**config.mk**
```make
export PLATFORM = sky130hd
export DESIGN_NAME = adcr_regs
export DESIGN_NICKNAME = d
export VERILOG_FILES = /design/src/core/adcr_pkg.sv /design/src/core/adcr_regs.sv
export VERILOG_INCLUDE_DIRS = /design/src /design/src/core
export SDC_FILE = /design/constraint.sdc
export NUM_CORES = 1
export LEC_CHECK = 0
export ABC_CLOCK_PERIOD_IN_PS = 3400
export BUFFER_PORTS_ARGS = -buffer_cell sky130_fd_sc_hd__buf_2
export CAP_MARGIN = 25
export CORE_MARGIN = 2
export CORE_UTILIZATION = 59
export CTS_CLUSTER_DIAMETER = 50
export DETAILED_ROUTE_END_ITERATION = 12
export PLACE_DENSITY_LB_ADDON = 0.15
export SETUP_SLACK_MARGIN = 0.1
export SLEW_MARGIN = 20
export SYNTH_ARGS = -nofsm -noshare
export SYNTH_HDL_FRONTEND = slang
export SYNTH_SLANG_ARGS = --single-unit
```
**constraint.sdc**
```tcl
create_clock -name CLK_I -period 3.4 [get_ports CLK_I]
set_input_delay 0.34 -clock CLK_I [delete_from_list [all_inputs] [get_ports CLK_I]]
set_output_delay 0.34 -clock CLK_I [all_outputs]
set_load 0.02 [all_outputs]
```
**src/core/adcr_params.svh**
```systemverilog
// Register map, field positions, reset values and serial framing constants
// How it works
// - Port setup bits 6 and 1 mirror bit order; zero is high bit first.
// - Writing ones to bits 5 or 2 restores defaults except setup and loop registers.
// - Grade field bits 5:4 of register 0x02 reads zero for the widest grade.
// - Power field bits 1:0 of 0x08: normal, power-down, standby, sleep.
// - Bit 7 of 0x0A reads the multiplier loop lock status.
// - 0x0A holds autoband bit 6 and multiplier 5:0; 0x09 bit 2 enables loop.
// - Output mode bit 5 interleaves both channels onto the data bus.
// - Output mode bit 4 releases the data bus; zero drives it.
// - Output mode bit 2 inverts every data bit.
// - Bit 6 of 0x18 selects the external reference.
// - Bits 5:0 of 0x101 set the output rate divisor.
// - Bit 7 of 0x111 adds loop reset events onto the overrange pin.
// - Mode and threshold zero: overrange high while code exceeds 32767.
// - Mode zero, threshold nonzero: overrange high while code exceeds threshold.
// - Mode one, threshold zero: overrange high on analog or digital trip.
// - Mode one, threshold one: data valid, low on trips or calibration.
`ifndef ADCR_PARAMS_SVH
`define ADCR_PARAMS_SVH

// ==========================================
// Offsets
`define ADCR_A_SETUP  13'h000
`define ADCR_A_ID     13'h001
`define ADCR_A_GRADE  13'h002
`define ADCR_A_PWR    13'h008
`define ADCR_A_LOOPEN 13'h009
`define ADCR_A_LOOP   13'h00a
`define ADCR_A_BW     13'h00f
`define ADCR_A_OMODE  13'h014
`define ADCR_A_ADJ    13'h015
`define ADCR_A_DCO    13'h016
`define ADCR_A_REF    13'h018
`define ADCR_A_DIV    13'h101
`define ADCR_A_OVR    13'h111

// ==========================================
// Fields and reset values
`define ADCR_SETUP_FIXED 8'h18
`define ADCR_OMODE_MASK  8'hb7
`define ADCR_ADJ_RST     4'h2
`define ADCR_OR_FULL     16'h7fff
`define ADCR_INS_BITS    4'hf
`define ADCR_BYTE_BITS   4'h7
`define ADCR_LEN_STREAM  2'h3

`endif

```
**src/core/adcr_pkg.sv**
```systemverilog
// Types shared by the configuration register bank
package adcr_pkg;

  // Serial frame states, one-hot
  typedef enum logic [3:0] {
    ADCR_IDLE  = 4'h1,
    ADCR_INSTR = 4'h2,
    ADCR_DATA  = 4'h4,
    ADCR_DONE  = 4'h8
  } adcr_state_t;

endpackage

```
**src/core/adcr_regs.sv**
```systemverilog
// Serial configuration register bank with output data formatting and overrange
`timescale 1ns/1ps
`include "adcr_params.svh"

module adcr_regs #(
  parameter logic [7:0] PART_ID = 8'h5a, // Arbitrary value
  parameter logic [1:0] GRADE   = 2'h0,
  parameter int         DW      = 16
) (
  // Clock and reset
  input  wire logic          CLK_I,
  input  wire logic          RST_I,
  // Serial port
  input  wire logic          SCLK_I,
  input  wire logic          CSB_N_I,
  input  wire logic          SDIO_I,
  output logic               SDIO_O,
  output logic               SDIO_OE_O,
  // Converter side
  input  wire logic [DW-1:0] SAMPLE_A_I,
  input  wire logic [DW-1:0] SAMPLE_B_I,
  input  wire logic          SAMPLE_VALID_I,
  input  wire logic          ANALOG_TRIP_I,
  input  wire logic          CAL_ACTIVE_I,
  input  wire logic          LOOP_RESET_I,
  input  wire logic          LOOP_LOCKED_I,
  // Data outputs
  output logic [DW-1:0]      D_O,
  output logic               D_OE_O,
  output logic               OR_O,
  // Settings
  output logic [1:0]         POWER_STATE_O,
  output logic               MULTIPLIER_LOOP_ON_O,
  output logic               LOOP_AUTO_BAND_O,
  output logic [5:0]         LOOP_MULTIPLIER_O,
  output logic [1:0]         INPUT_BANDWIDTH_SELECT_O,
  output logic               DRIVE_LOW_SWING_O,
  output logic [3:0]         DRIVE_STRENGTH_O,
  output logic               DCO_INVERT_O,
  output logic               EXTERNAL_REFERENCE_SELECT_O,
  output logic [5:0]         RATE_DIVISOR_O
);

  // ==========================================
  // Functions

  // Raw samples arrive as twos complement
  function automatic logic [DW-1:0] fmt_code(
    input logic [1:0]    fmt,
    input logic [DW-1:0] s
  );
    logic [DW-1:0] ob;
    ob = {~s[DW-1], s[DW-2:0]};
    case (fmt)
      2'h1:    fmt_code = s;
      2'h2:    fmt_code = ob ^ (ob >> 1);
      default: fmt_code = ob;
    endcase
  endfunction

  function automatic logic [12:0] step_addr(
    input logic        up,
    input logic [12:0] a
  );
    step_addr = up ? a + 13'h001 : a - 13'h001;
  endfunction

  // ==========================================
  // Input synchronisers

  logic sclk1_q;
  logic sclk2_q;
  logic sclk3_q;
  logic csb1_q;
  logic csb2_q;
  logic sdi1_q;
  logic sdi2_q;
  logic lock1_q;
  logic lock2_q;

  always_ff @(posedge CLK_I) begin
    if (RST_I) begin
      sclk1_q <= 1'b0;
      sclk2_q <= 1'b0;
      sclk3_q <= 1'b0;
      csb1_q  <= 1'b1;
      csb2_q  <= 1'b1;
      sdi1_q  <= 1'b0;
      sdi2_q  <= 1'b0;
      lock1_q <= 1'b0;
      lock2_q <= 1'b0;
    end else begin
      sclk1_q <= SCLK_I;
      sclk2_q <= sclk1_q;
      sclk3_q <= sclk2_q;
      csb1_q  <= CSB_N_I;
      csb2_q  <= csb1_q;
      sdi1_q  <= SDIO_I;
      sdi2_q  <= sdi1_q;
      lock1_q <= LOOP_LOCKED_I;
      lock2_q <= lock1_q;
    end
  end

  wire sclk_rise = sclk2_q & ~sclk3_q;
  wire sclk_fall = ~sclk2_q & sclk3_q;
  wire selected  = ~csb2_q;

  // ==========================================
  // Registers

  logic       low_bit_first_select_q;
  logic [1:0] power_state_q;
  logic       multiplier_loop_on_q;
  logic       loop_auto_band_q;
  logic [5:0] loop_multiplier_q;
  logic [1:0] input_bandwidth_select_q;
  logic [7:0] omode_q;
  logic [3:0] adj_q;
  logic       dco_inv_q;
  logic       external_reference_select_q;
  logic [5:0] rate_divisor_q;
  logic [7:0] ovr_q;

  // ==========================================
  // Serial frame

  adcr_pkg::adcr_state_t st_q;
  adcr_pkg::adcr_state_t st_d;
  logic [15:0] ins_q;
  logic [7:0]  rx_q;
  logic [7:0]  tx_q;
  logic [3:0]  cnt_q;
  logic [12:0] addr_q;
  logic        rd_q;
  logic [1:0]  len_q;
  logic [1:0]  nbytes_q;
  logic        load_pend_q;
  logic [7:0]  rdata;

  wire lsb = low_bit_first_select_q;

  // Bit order applies to instruction and data alike
  wire [15:0] ins_sh = lsb ? {sdi2_q, ins_q[15:1]} : {ins_q[14:0], sdi2_q};
  wire [7:0]  rx_sh  = lsb ? {sdi2_q, rx_q[7:1]} : {rx_q[6:0], sdi2_q};
  wire [7:0]  tx_sh  = lsb ? {1'b0, tx_q[7:1]} : {tx_q[6:0], 1'b0};

  wire in_instr  = (st_q == adcr_pkg::ADCR_INSTR);
  wire in_data   = (st_q == adcr_pkg::ADCR_DATA);
  wire ins_end   = in_instr & sclk_rise & (cnt_q == `ADCR_INS_BITS);
  wire byte_end  = in_data & sclk_rise & (cnt_q == `ADCR_BYTE_BITS);
  wire wr_fire   = byte_end & ~rd_q;
  wire last_byte = (len_q != `ADCR_LEN_STREAM) & (nbytes_q == len_q);

  always_comb begin
    st_d = st_q;
    case (st_q)
      adcr_pkg::ADCR_IDLE: begin
        if (selected) begin
          st_d = adcr_pkg::ADCR_INSTR;
        end
      end
      adcr_pkg::ADCR_INSTR: begin
        if (ins_end) begin
          st_d = adcr_pkg::ADCR_DATA;
        end
      end
      adcr_pkg::ADCR_DATA: begin
        if (byte_end && last_byte) begin
          st_d = adcr_pkg::ADCR_DONE;
        end
      end
      adcr_pkg::ADCR_DONE: begin
        st_d = adcr_pkg::ADCR_DONE;
      end
      default: begin
        st_d = adcr_pkg::ADCR_IDLE;
      end
    endcase
    if (!selected) begin
      st_d = adcr_pkg::ADCR_IDLE;
    end
  end

  always_ff @(posedge CLK_I) begin
    if (RST_I) begin
      st_q <= adcr_pkg::ADCR_IDLE;
    end else begin
      st_q <= st_d;
    end
  end

  // Shift and count on sampled rising edges
  always_ff @(posedge CLK_I) begin
    if (RST_I || !selected) begin
      ins_q    <= 16'h0000;
      rx_q     <= 8'h00;
      cnt_q    <= 4'h0;
      addr_q   <= 13'h0000;
      rd_q     <= 1'b0;
      len_q    <= 2'h0;
      nbytes_q <= 2'h0;
    end else if (ins_end) begin
      ins_q    <= ins_sh;
      cnt_q    <= 4'h0;
      rd_q     <= ins_sh[15];
      len_q    <= ins_sh[14:13];
      addr_q   <= ins_sh[12:0];
    end else if (byte_end) begin
      rx_q     <= rx_sh;
      cnt_q    <= 4'h0;
      nbytes_q <= nbytes_q + 2'h1;
      // Streaming walks up in low-bit-first order, down otherwise
      addr_q   <= step_addr(lsb, addr_q);
    end else if (sclk_rise && in_instr) begin
      ins_q    <= ins_sh;
      cnt_q    <= cnt_q + 4'h1;
    end else if (sclk_rise && in_data) begin
      rx_q     <= rx_sh;
      cnt_q    <= cnt_q + 4'h1;
    end
  end

  // Read data changes on falling edges so it is stable at the next rise
  always_ff @(posedge CLK_I) begin
    if (RST_I || !selected) begin
      tx_q        <= 8'h00;
      load_pend_q <= 1'b0;
    end else if ((ins_end && ins_sh[15]) || (byte_end && rd_q && !last_byte)) begin
      load_pend_q <= 1'b1;
    end else if (sclk_fall && load_pend_q) begin
      tx_q        <= rdata;
      load_pend_q <= 1'b0;
    end else if (sclk_fall && in_data && rd_q) begin
      tx_q        <= tx_sh;
    end
  end

  assign SDIO_O    = lsb ? tx_q[0] : tx_q[7];
  assign SDIO_OE_O = selected & in_data & rd_q;

  // ==========================================
  // Register writes

  wire wr_setup = wr_fire & (addr_q == `ADCR_A_SETUP);
  wire wr_pwr   = wr_fire & (addr_q == `ADCR_A_PWR);
  wire wr_lpen  = wr_fire & (addr_q == `ADCR_A_LOOPEN);
  wire wr_loop  = wr_fire & (addr_q == `ADCR_A_LOOP);
  wire wr_bw    = wr_fire & (addr_q == `ADCR_A_BW);
  wire wr_omode = wr_fire & (addr_q == `ADCR_A_OMODE);
  wire wr_adj   = wr_fire & (addr_q == `ADCR_A_ADJ);
  wire wr_dco   = wr_fire & (addr_q == `ADCR_A_DCO);
  wire wr_ref   = wr_fire & (addr_q == `ADCR_A_REF);
  wire wr_div   = wr_fire & (addr_q == `ADCR_A_DIV);
  wire wr_ovr   = wr_fire & (addr_q == `ADCR_A_OVR);

  wire soft_rst = wr_setup & (rx_sh[5] | rx_sh[2]);

  // Either mirror bit sets the order
  always_ff @(posedge CLK_I) begin
    if (RST_I) begin
      low_bit_first_select_q <= 1'b0;
    end else if (wr_setup) begin
      low_bit_first_select_q <= rx_sh[6] | rx_sh[1];
    end
  end

  always_ff @(posedge CLK_I) begin
    if (RST_I) begin
      multiplier_loop_on_q <= 1'b0;
      loop_auto_band_q     <= 1'b0;
      loop_multiplier_q    <= 6'h00;
    end else begin
      if (wr_lpen) begin
        multiplier_loop_on_q <= rx_sh[2];
      end
      if (wr_loop) begin
        loop_auto_band_q  <= rx_sh[6];
        loop_multiplier_q <= rx_sh[5:0];
      end
    end
  end

  always_ff @(posedge CLK_I) begin
    if (RST_I || soft_rst) begin
      power_state_q               <= 2'h0;
      input_bandwidth_select_q    <= 2'h0;
      omode_q                     <= 8'h00;
      adj_q                       <= `ADCR_ADJ_RST;
      dco_inv_q                   <= 1'b0;
      external_reference_select_q <= 1'b0;
      rate_divisor_q              <= 6'h00;
      ovr_q                       <= 8'h00;
    end else begin
      if (wr_pwr) begin
        power_state_q <= rx_sh[1:0];
      end
      if (wr_bw) begin
        input_bandwidth_select_q <= rx_sh[6:5];
      end
      if (wr_omode) begin
        omode_q <= rx_sh & `ADCR_OMODE_MASK;
      end
      if (wr_adj) begin
        adj_q <= rx_sh[3:0];
      end
      if (wr_dco) begin
        dco_inv_q <= rx_sh[7];
      end
      if (wr_ref) begin
        external_reference_select_q <= rx_sh[6];
      end
      if (wr_div) begin
        rate_divisor_q <= rx_sh[5:0];
      end
      if (wr_ovr) begin
        ovr_q <= rx_sh;
      end
    end
  end

  // ==========================================
  // Register reads

  // Unmapped offsets read zero
  always_comb begin
    case (addr_q)
      // Mirrored order bits around fixed ones
      `ADCR_A_SETUP:  rdata = `ADCR_SETUP_FIXED | {1'b0, lsb, 4'h0, lsb, 1'b0};
      `ADCR_A_ID:     rdata = PART_ID;
      `ADCR_A_GRADE:  rdata = {2'h0, GRADE, 4'h0};
      `ADCR_A_PWR:    rdata = {6'h00, power_state_q};
      `ADCR_A_LOOPEN: rdata = {5'h00, multiplier_loop_on_q, 2'h0};
      // Lock flag from the synchronised status
      `ADCR_A_LOOP:   rdata = {lock2_q, loop_auto_band_q, loop_multiplier_q};
      `ADCR_A_BW:     rdata = {1'b0, input_bandwidth_select_q, 5'h00};
      `ADCR_A_OMODE:  rdata = omode_q;
      `ADCR_A_ADJ:    rdata = {4'h0, adj_q};
      `ADCR_A_DCO:    rdata = {dco_inv_q, 7'h00};
      `ADCR_A_REF:    rdata = {1'b0, external_reference_select_q, 6'h00};
      `ADCR_A_DIV:    rdata = {2'h0, rate_divisor_q};
      `ADCR_A_OVR:    rdata = ovr_q;
      default:        rdata = 8'h00;
    endcase
  end

  // ==========================================
  // Output data path

  wire       interleave    = omode_q[5];
  wire       output_disable = omode_q[4];
  wire       output_invert = omode_q[2];
  wire [1:0] fmt           = omode_q[1:0];
  wire       loop_reset_indicate = ovr_q[7];
  wire       overrange_mode_select = ovr_q[6];
  wire [5:0] overrange_threshold = ovr_q[5:0];

  logic          ch_q;
  logic [DW-1:0] d_q;
  logic          or_q;

  // Channels alternate per sample when interleaved
  wire [DW-1:0] smp = (interleave && ch_q) ? SAMPLE_B_I : SAMPLE_A_I;
  wire [DW-1:0] ob  = {~smp[DW-1], smp[DW-2:0]};

  wire [DW-1:0] code = fmt_code(fmt, smp) ^ {DW{output_invert}};

  // Threshold scales onto the top code bits
  wire [DW-1:0] thr_code = {overrange_threshold, {(DW-6){1'b0}}};
  wire          dig_trip = ob > `ADCR_OR_FULL;
  wire          thr_trip = ob > thr_code;
  wire          any_trip = ANALOG_TRIP_I | dig_trip;
  wire          dv_mode  = overrange_mode_select & (overrange_threshold == 6'h01);
  wire          rst_evt  = loop_reset_indicate & LOOP_RESET_I;

  wire or_dig  = (overrange_threshold == 6'h00) ? dig_trip : thr_trip;
  wire or_full = dv_mode ? ~(any_trip | CAL_ACTIVE_I) : any_trip;
  wire or_base = overrange_mode_select ? or_full : or_dig;
  // Loop reset shows as overrange, or as not-valid
  wire or_d    = dv_mode ? (or_base & ~rst_evt) : (or_base | rst_evt);

  always_ff @(posedge CLK_I) begin
    if (RST_I) begin
      ch_q <= 1'b0;
      d_q  <= {DW{1'b0}};
      or_q <= 1'b0;
    end else if (SAMPLE_VALID_I) begin
      ch_q <= interleave & ~ch_q;
      d_q  <= code;
      or_q <= or_d;
    end
  end

  assign D_O    = d_q;
  assign D_OE_O = ~output_disable;
  assign OR_O   = or_q;

  // ==========================================
  // Setting outputs

  assign POWER_STATE_O               = power_state_q;
  assign MULTIPLIER_LOOP_ON_O        = multiplier_loop_on_q;
  assign LOOP_AUTO_BAND_O            = loop_auto_band_q;
  assign LOOP_MULTIPLIER_O           = loop_multiplier_q;
  assign INPUT_BANDWIDTH_SELECT_O    = input_bandwidth_select_q;
  assign DRIVE_LOW_SWING_O           = omode_q[7];
  assign DRIVE_STRENGTH_O            = adj_q;
  assign DCO_INVERT_O                = dco_inv_q;
  assign EXTERNAL_REFERENCE_SELECT_O = external_reference_select_q;
  assign RATE_DIVISOR_O              = rate_divisor_q;

endmodule

```
* Yosys cells after proc, flatten, opt, wreduce, memory -nomap -nowiden
Index checks and enable logic that the tools add are counted.
** Word-level totals
- Register bits :: 125
- Input port bits :: 42
- Output and inout port bits :: 45
- Word-level logic and storage cells :: 168
** Operators by class
- $add $sub $neg :: 4
- Magnitude comparators :: 2
- Eq/ne operators :: 26
- Mux-type cells :: 29
- Bitwise gates (word level) :: 44
- Reductions and logical operators :: 29
** Operator list (number)
- case mux 8 bit (12 select lines) :: 1
- two-way mux 16 bit :: 5
- two-way mux 8 bit :: 7
- equality test 13 x 4 -> 1 bit, second input constant :: 4
- equality test 13 x 5 -> 1 bit, second input constant :: 4
- two-way mux 13 bit :: 3
- case mux 16 bit (2 select lines) :: 1
- bitwise AND 1 bit :: 26
- equality test 13 x 9 -> 1 bit, second input constant :: 2
- greater-than comparator 16 x 15 -> 1 bit, second input constant :: 1
- greater-than comparator 16 bit :: 1
- two-way mux 4 bit :: 4
- case mux 4 bit (4 select lines) :: 1
- bitwise XOR 16 x 15 -> 16 bit :: 1
- bitwise XOR 16 bit :: 1
- adder 13 x 1 -> 13 bit, second input constant :: 1
- equality test 13 x 1 -> 1 bit, second input constant :: 1
- logical NOT 13 bit :: 1
- subtractor 13 x 1 -> 13 bit, second input constant :: 1
- nonzero test 2 bit :: 6
- inverter 1 bit :: 11
- logical AND 1 bit :: 10
- equality test 4 x 3 -> 1 bit, second input constant :: 2
- equality test 4 bit, second input constant :: 2
- 19 further kinds :: 37

* Depth between registers and ports, before layout
- Depth after elaboration :: 11
- Mapped depth :: 11
- Mapped depth without buffers :: 10

* Worst setup path before layout
No wires, ideal clock.
- Kind :: register to output
- Start :: register low_bit_first_select_q
- End :: output SDIO_O
- Arrival time :: 2.069 ns
- Path slack :: 0.991 ns
- Stages on the path, launching flop included :: 6
- Path through :: dfxtp_1 -> clkbuf_1 -> buf_1 -> buf_1 -> buf_1 -> mux2_2
** On the way
- Word-level cells in the longest chain between the ends :: 1
** RTL lines
- start, declared :: line adcr_regs.sv:112 : logic low_bit_first_select_q;
- start signal, assigned :: line adcr_regs.sv:264 : low_bit_first_select_q <= rx_sh[6] | rx_sh[1];
- two-way mux 1 bit :: line adcr_regs.sv:239 : assign SDIO_O = lsb ? tx_q[0] : tx_q[7];
- end, declared :: line adcr_regs.sv:17 : output logic SDIO_O,
Every way passes these cells.

* Worst setup path after layout
- Start :: register st_q[2]
- End :: register loop_multiplier_q[2], in the netlist LOOP_MULTIPLIER_O[2]
** On the way
- Word-level cells in the longest chain between the ends :: 5
** RTL lines
- start, declared :: line adcr_regs.sv:128 : adcr_pkg::adcr_state_t st_q;
- start signal, assigned :: line adcr_regs.sv:187 : st_q <= adcr_pkg::ADCR_IDLE;
- start signal, assigned :: line adcr_regs.sv:189 : st_q <= st_d;
- equality test 4 x 3 -> 1 bit :: line adcr_regs.sv:149 : wire in_data = (st_q == adcr_pkg::ADCR_DATA);
- bitwise AND 1 bit (2 in a row) :: line adcr_regs.sv:151 : wire byte_end = in_data & sclk_rise & (cnt_q == `ADCR_BYTE_BITS);
- bitwise AND 1 bit :: line adcr_regs.sv:152 : wire wr_fire = byte_end & ~rd_q;
- bitwise AND 1 bit :: line adcr_regs.sv:248 : wire wr_loop = wr_fire & (addr_q == `ADCR_A_LOOP);
- end signal, assigned :: line adcr_regs.sv:279 : loop_multiplier_q <= rx_sh[5:0];
- end, declared :: line adcr_regs.sv:116 : logic [5:0] loop_multiplier_q;
Every way passes these cells.
A chain may end at the register's enable or synchronous reset.

==> flow_summary_export.csv <==
group,metric,value,unit
route,totalWireLength,21.3,mm
finish,finish.instance_area,8780,um^2
finish,n_fill_cell,1080,
synthesis,synthMuxAreaShare,0.0651,
critical_path,cp_num_cells,5,
critical_path,cp-end-kind,"flip-flop",
critical_path,cp_max_fo,14,
hold_path,whs_path_depth,2,
clock_tree,cts_tree,"yes",
critical_path,cp.arrival,3.13,ns
synthesis,postSynthAreaPerCell,8.22,um^2
flow_run,cap_violations,0,
placement,dp.cells,1138,
route,wire_per_inst,18.2,um
route,dr.pass1.iters,5,
clock_tree,cts_max_level,4,
placement,dp_hpwl,15.3,mm
finish,final_nets,1050,
timing,tightest_slew,0.874,ns
clock_tree,cts_resized,0,
global_route,antenna_found_initial,0,
power_and_ir_drop,p_leak,3.35,nW
critical_path,critical_path_buf_inv_count,0,
synthesis,synthArstFlopShare,0,
route,postRouteAntennaNets,0,
timing,hold_viol_final,0,
timing,rsz0062_at_grt,"false",
finish,syn_to_final_growth,14.4,%
critical_path,slowest_stage,"nor4_2",
finish,instances_no_fill,1170,
finish,final_common_cell,"dfxtp_1",
clock_tree,clockBufferDepth,2,
timing,skew,0.0140,ns
clock_tree,numCtsBuffers,17,
synthesis,synth_compound_area_frac,0.248,
global_route,overflow,0,
route,drc,0,
outcome,status,"finished clean",
critical_path,start_kind,"flip-flop",
finish,drive_gt1_frac,0.179,
power_and_ir_drop,powerDensity,407,nW/um^2
die,fp.dieW,118,um
power_and_ir_drop,power,3.58,mW
synthesis,ys_seq_area_frac,0.326,
synthesis,synth_top_family_by_area,"compound AO/OA/AOI/OAI gates",
clock_tree,post_cts_buffers,0,
synthesis,synth-seq-cells,125,
die,die_y,118,um
clock_tree,cts-root-buf,"clkbuf_16",
timing,drv_slew,0,
die,core-area,12700,um^2
timing,setup_tns,0,ns
synthesis,synthCells,934,
route,vias,7507,
critical_path,reg2regPathDepth,5,
synthesis,synth_ff_type,"dfxtp_1",
clock_tree,cts.sinks,125,
die,pin_count,87,
timing,fmax,0.357,GHz
synthesis,syn_nets,999,
clock_tree,path_clk_slew,0.06,ns
placement,place_area,8170,um^2
synthesis,syn_area,7670,um^2
power_and_ir_drop,ir_worst_vdd,0.375,mV
global_route,grt_max_degree,43,
finish,final_cell_mix,"124 x dfxtp_1, 111 x nor2_1, 86 x buf_2",
finish,antenna_cells,0,
global_route,grt_pass1_vias,6862,
route,viasPerCell,6.42,
timing,fin_crit,2.80,ns
synthesis,synth_fa_ha_area_frac,0.0388,
synthesis,ys_types,82,
placement,gp_congestion,0.965,
timing,setup_viol,0,
critical_path,slowest_delay,0.66,ns
critical_path,worstSetupPathType,"flip-flop to flip-flop",
hold_path,hold_class,"input pin to flip-flop",
global_route,grt_pass1_wl,34.9,mm
synthesis,ys_warn_count,0,
synthesis,synth_edf_count,0,
die,die-area,13900,um^2
die,num_rows,41,
synthesis,synth_simple_gate_area_frac,0.245,
timing,period_share,0.825,
timing,relSlewSlack,0.417,
critical_path,cp_cell_sequence,"or4b_1 > nor4_2 > and3_1 > nor2_1 > a211oi_1",
critical_path,critical-path-top-delay-family,"simple AND/OR/NAND/NOR gates",
finish,postLayoutCoreUtil,0.693,
placement,port_buffers,86,
global_route,grt_usage,0.310,
route,drt_iter0_markers,711,
synthesis,synth-xor-area-share,0.0171,
clock_tree,clock_latency,0.44,ns
clock_tree,ctsHoldBuffers,0,
critical_path,cp.required,3.72,ns
die,start_util,0.606,
## per-stage QoR
step | hold slack [ns] | worst slack [ns]
2_1_floorplan | 0.389 | 0.991
3_3_place_gp | 0.391 | 0.778
3_5_place_dp | 0.397 | 0.680
4_1_cts | 0.0914 | 0.617
5_1_grt | 0.0868 | 0.439
6_report | 0.0955 | 0.595
## state kept, by name, summed over array words and instances (netlist names), 2 cells and up
signal and count:
D_O 16, ins_q 16, addr_q 13, ovr_q 8, rx_q 8, tx_q 8, LOOP_MULTIPLIER_O 6, RATE_DIVISOR_O 6
omode_q 6, DRIVE_STRENGTH_O 4, cnt_q 4, st_q 4, INPUT_BANDWIDTH_SELECT_O 2, POWER_STATE_O 2, len_q 2, nbytes_q 2
## path summary, 6_finish.rpt
| check | slack (ns) | end | from |
|---|---|---|---|
| setup reg to reg | 0.60 | LOOP_MULTIPLIER_O[2]$_SDFFE_PP0P_ | st_q[2]$_SDFFE_PP0P_ |
| hold reg to reg | 0.41 | csb2_q$_SDFF_PP1_ | csb1_q$_SDFF_PP1_ |
| setup / recovery | 0.60 | LOOP_MULTIPLIER_O[2]$_SDFFE_PP0P_ | st_q[2]$_SDFFE_PP0P_ |
| hold / removal | 0.1 | csb1_q$_SDFF_PP1_ | CSB_N_I |
## area by class of cell
cell class                 count  area (um^2)  area share
timing repair buffer         107          588      0.0670
inverter                      38          143      0.0162
clock inverter                 9          134      0.0152
multi-input combinational    696         4720       0.537
tap                          172          215      0.0245
clock buffer                  23          478      0.0544
sequential                   125         2500       0.285
## kinds of logic after synthesis
| logic type | after synthesis |
|---|---|
| adders and majority gates | 24 |
| muxes | 49 |
| and+or+nand+nor | 341 |
| DFF | 125 |
| buffers and inverters | 113 |
| xor gates and xnor gates | 15 |
| AOI/OAI and AO/OA | 267 |
## metal layers
layer / GRT usage / part of all wire
met1: 0.430 / 0.46
met2: 0.467 / 0.43
met3: 0.0727 / 0.082
met4: 0.117 / 0.028
met5: 0 / 0
## cells in the mapped netlist (7+ instances only)
| master | n | share of area |
|---|---|---|
| clkbuf_1 | 55 | 0.027 |
| buf_2 | 9 | 0.0059 |
| a31oi_1 | 11 | 0.0090 |
| dfxtp_1 | 125 | 0.33 |
| o221ai_1 | 14 | 0.016 |
| ha_1 | 23 | 0.038 |
| o22ai_1 | 8 | 0.0065 |
| and4b_1 | 7 | 0.0091 |
| nand3b_1 | 11 | 0.011 |
| nor2_1 | 112 | 0.055 |
| a221o_1 | 8 | 0.010 |
| a21bo_2 | 7 | 0.0091 |
| nand2b_1 | 21 | 0.017 |
| a21oi_1 | 46 | 0.030 |
| and2_1 | 11 | 0.0090 |
| inv_1 | 38 | 0.019 |
| nand4_1 | 13 | 0.011 |
| nor2b_1 | 13 | 0.011 |
| and3_1 | 9 | 0.0073 |
| mux2_2 | 7 | 0.010 |
| nor3_1 | 23 | 0.015 |
| o21ai_0 | 38 | 0.025 |
| xor2_1 | 9 | 0.010 |
| a22oi_1 | 11 | 0.011 |
| nand2_1 | 40 | 0.020 |
| mux2i_1 | 42 | 0.055 |
| nor4_1 | 11 | 0.0090 |
| a211oi_1 | 62 | 0.061 |
| or3_1 | 10 | 0.0082 |
| nand3_1 | 20 | 0.013 |
## report_power, final
part | switching [mW] | total [mW] | internal (mW)
registers | 0.0106 | 1.49 | 1.48
clock network | 0.683 | 1.90 | 1.21
logic | 0.109 | 0.188 | 0.0794
Note: power is estimated with default switching activity, not from simulation.
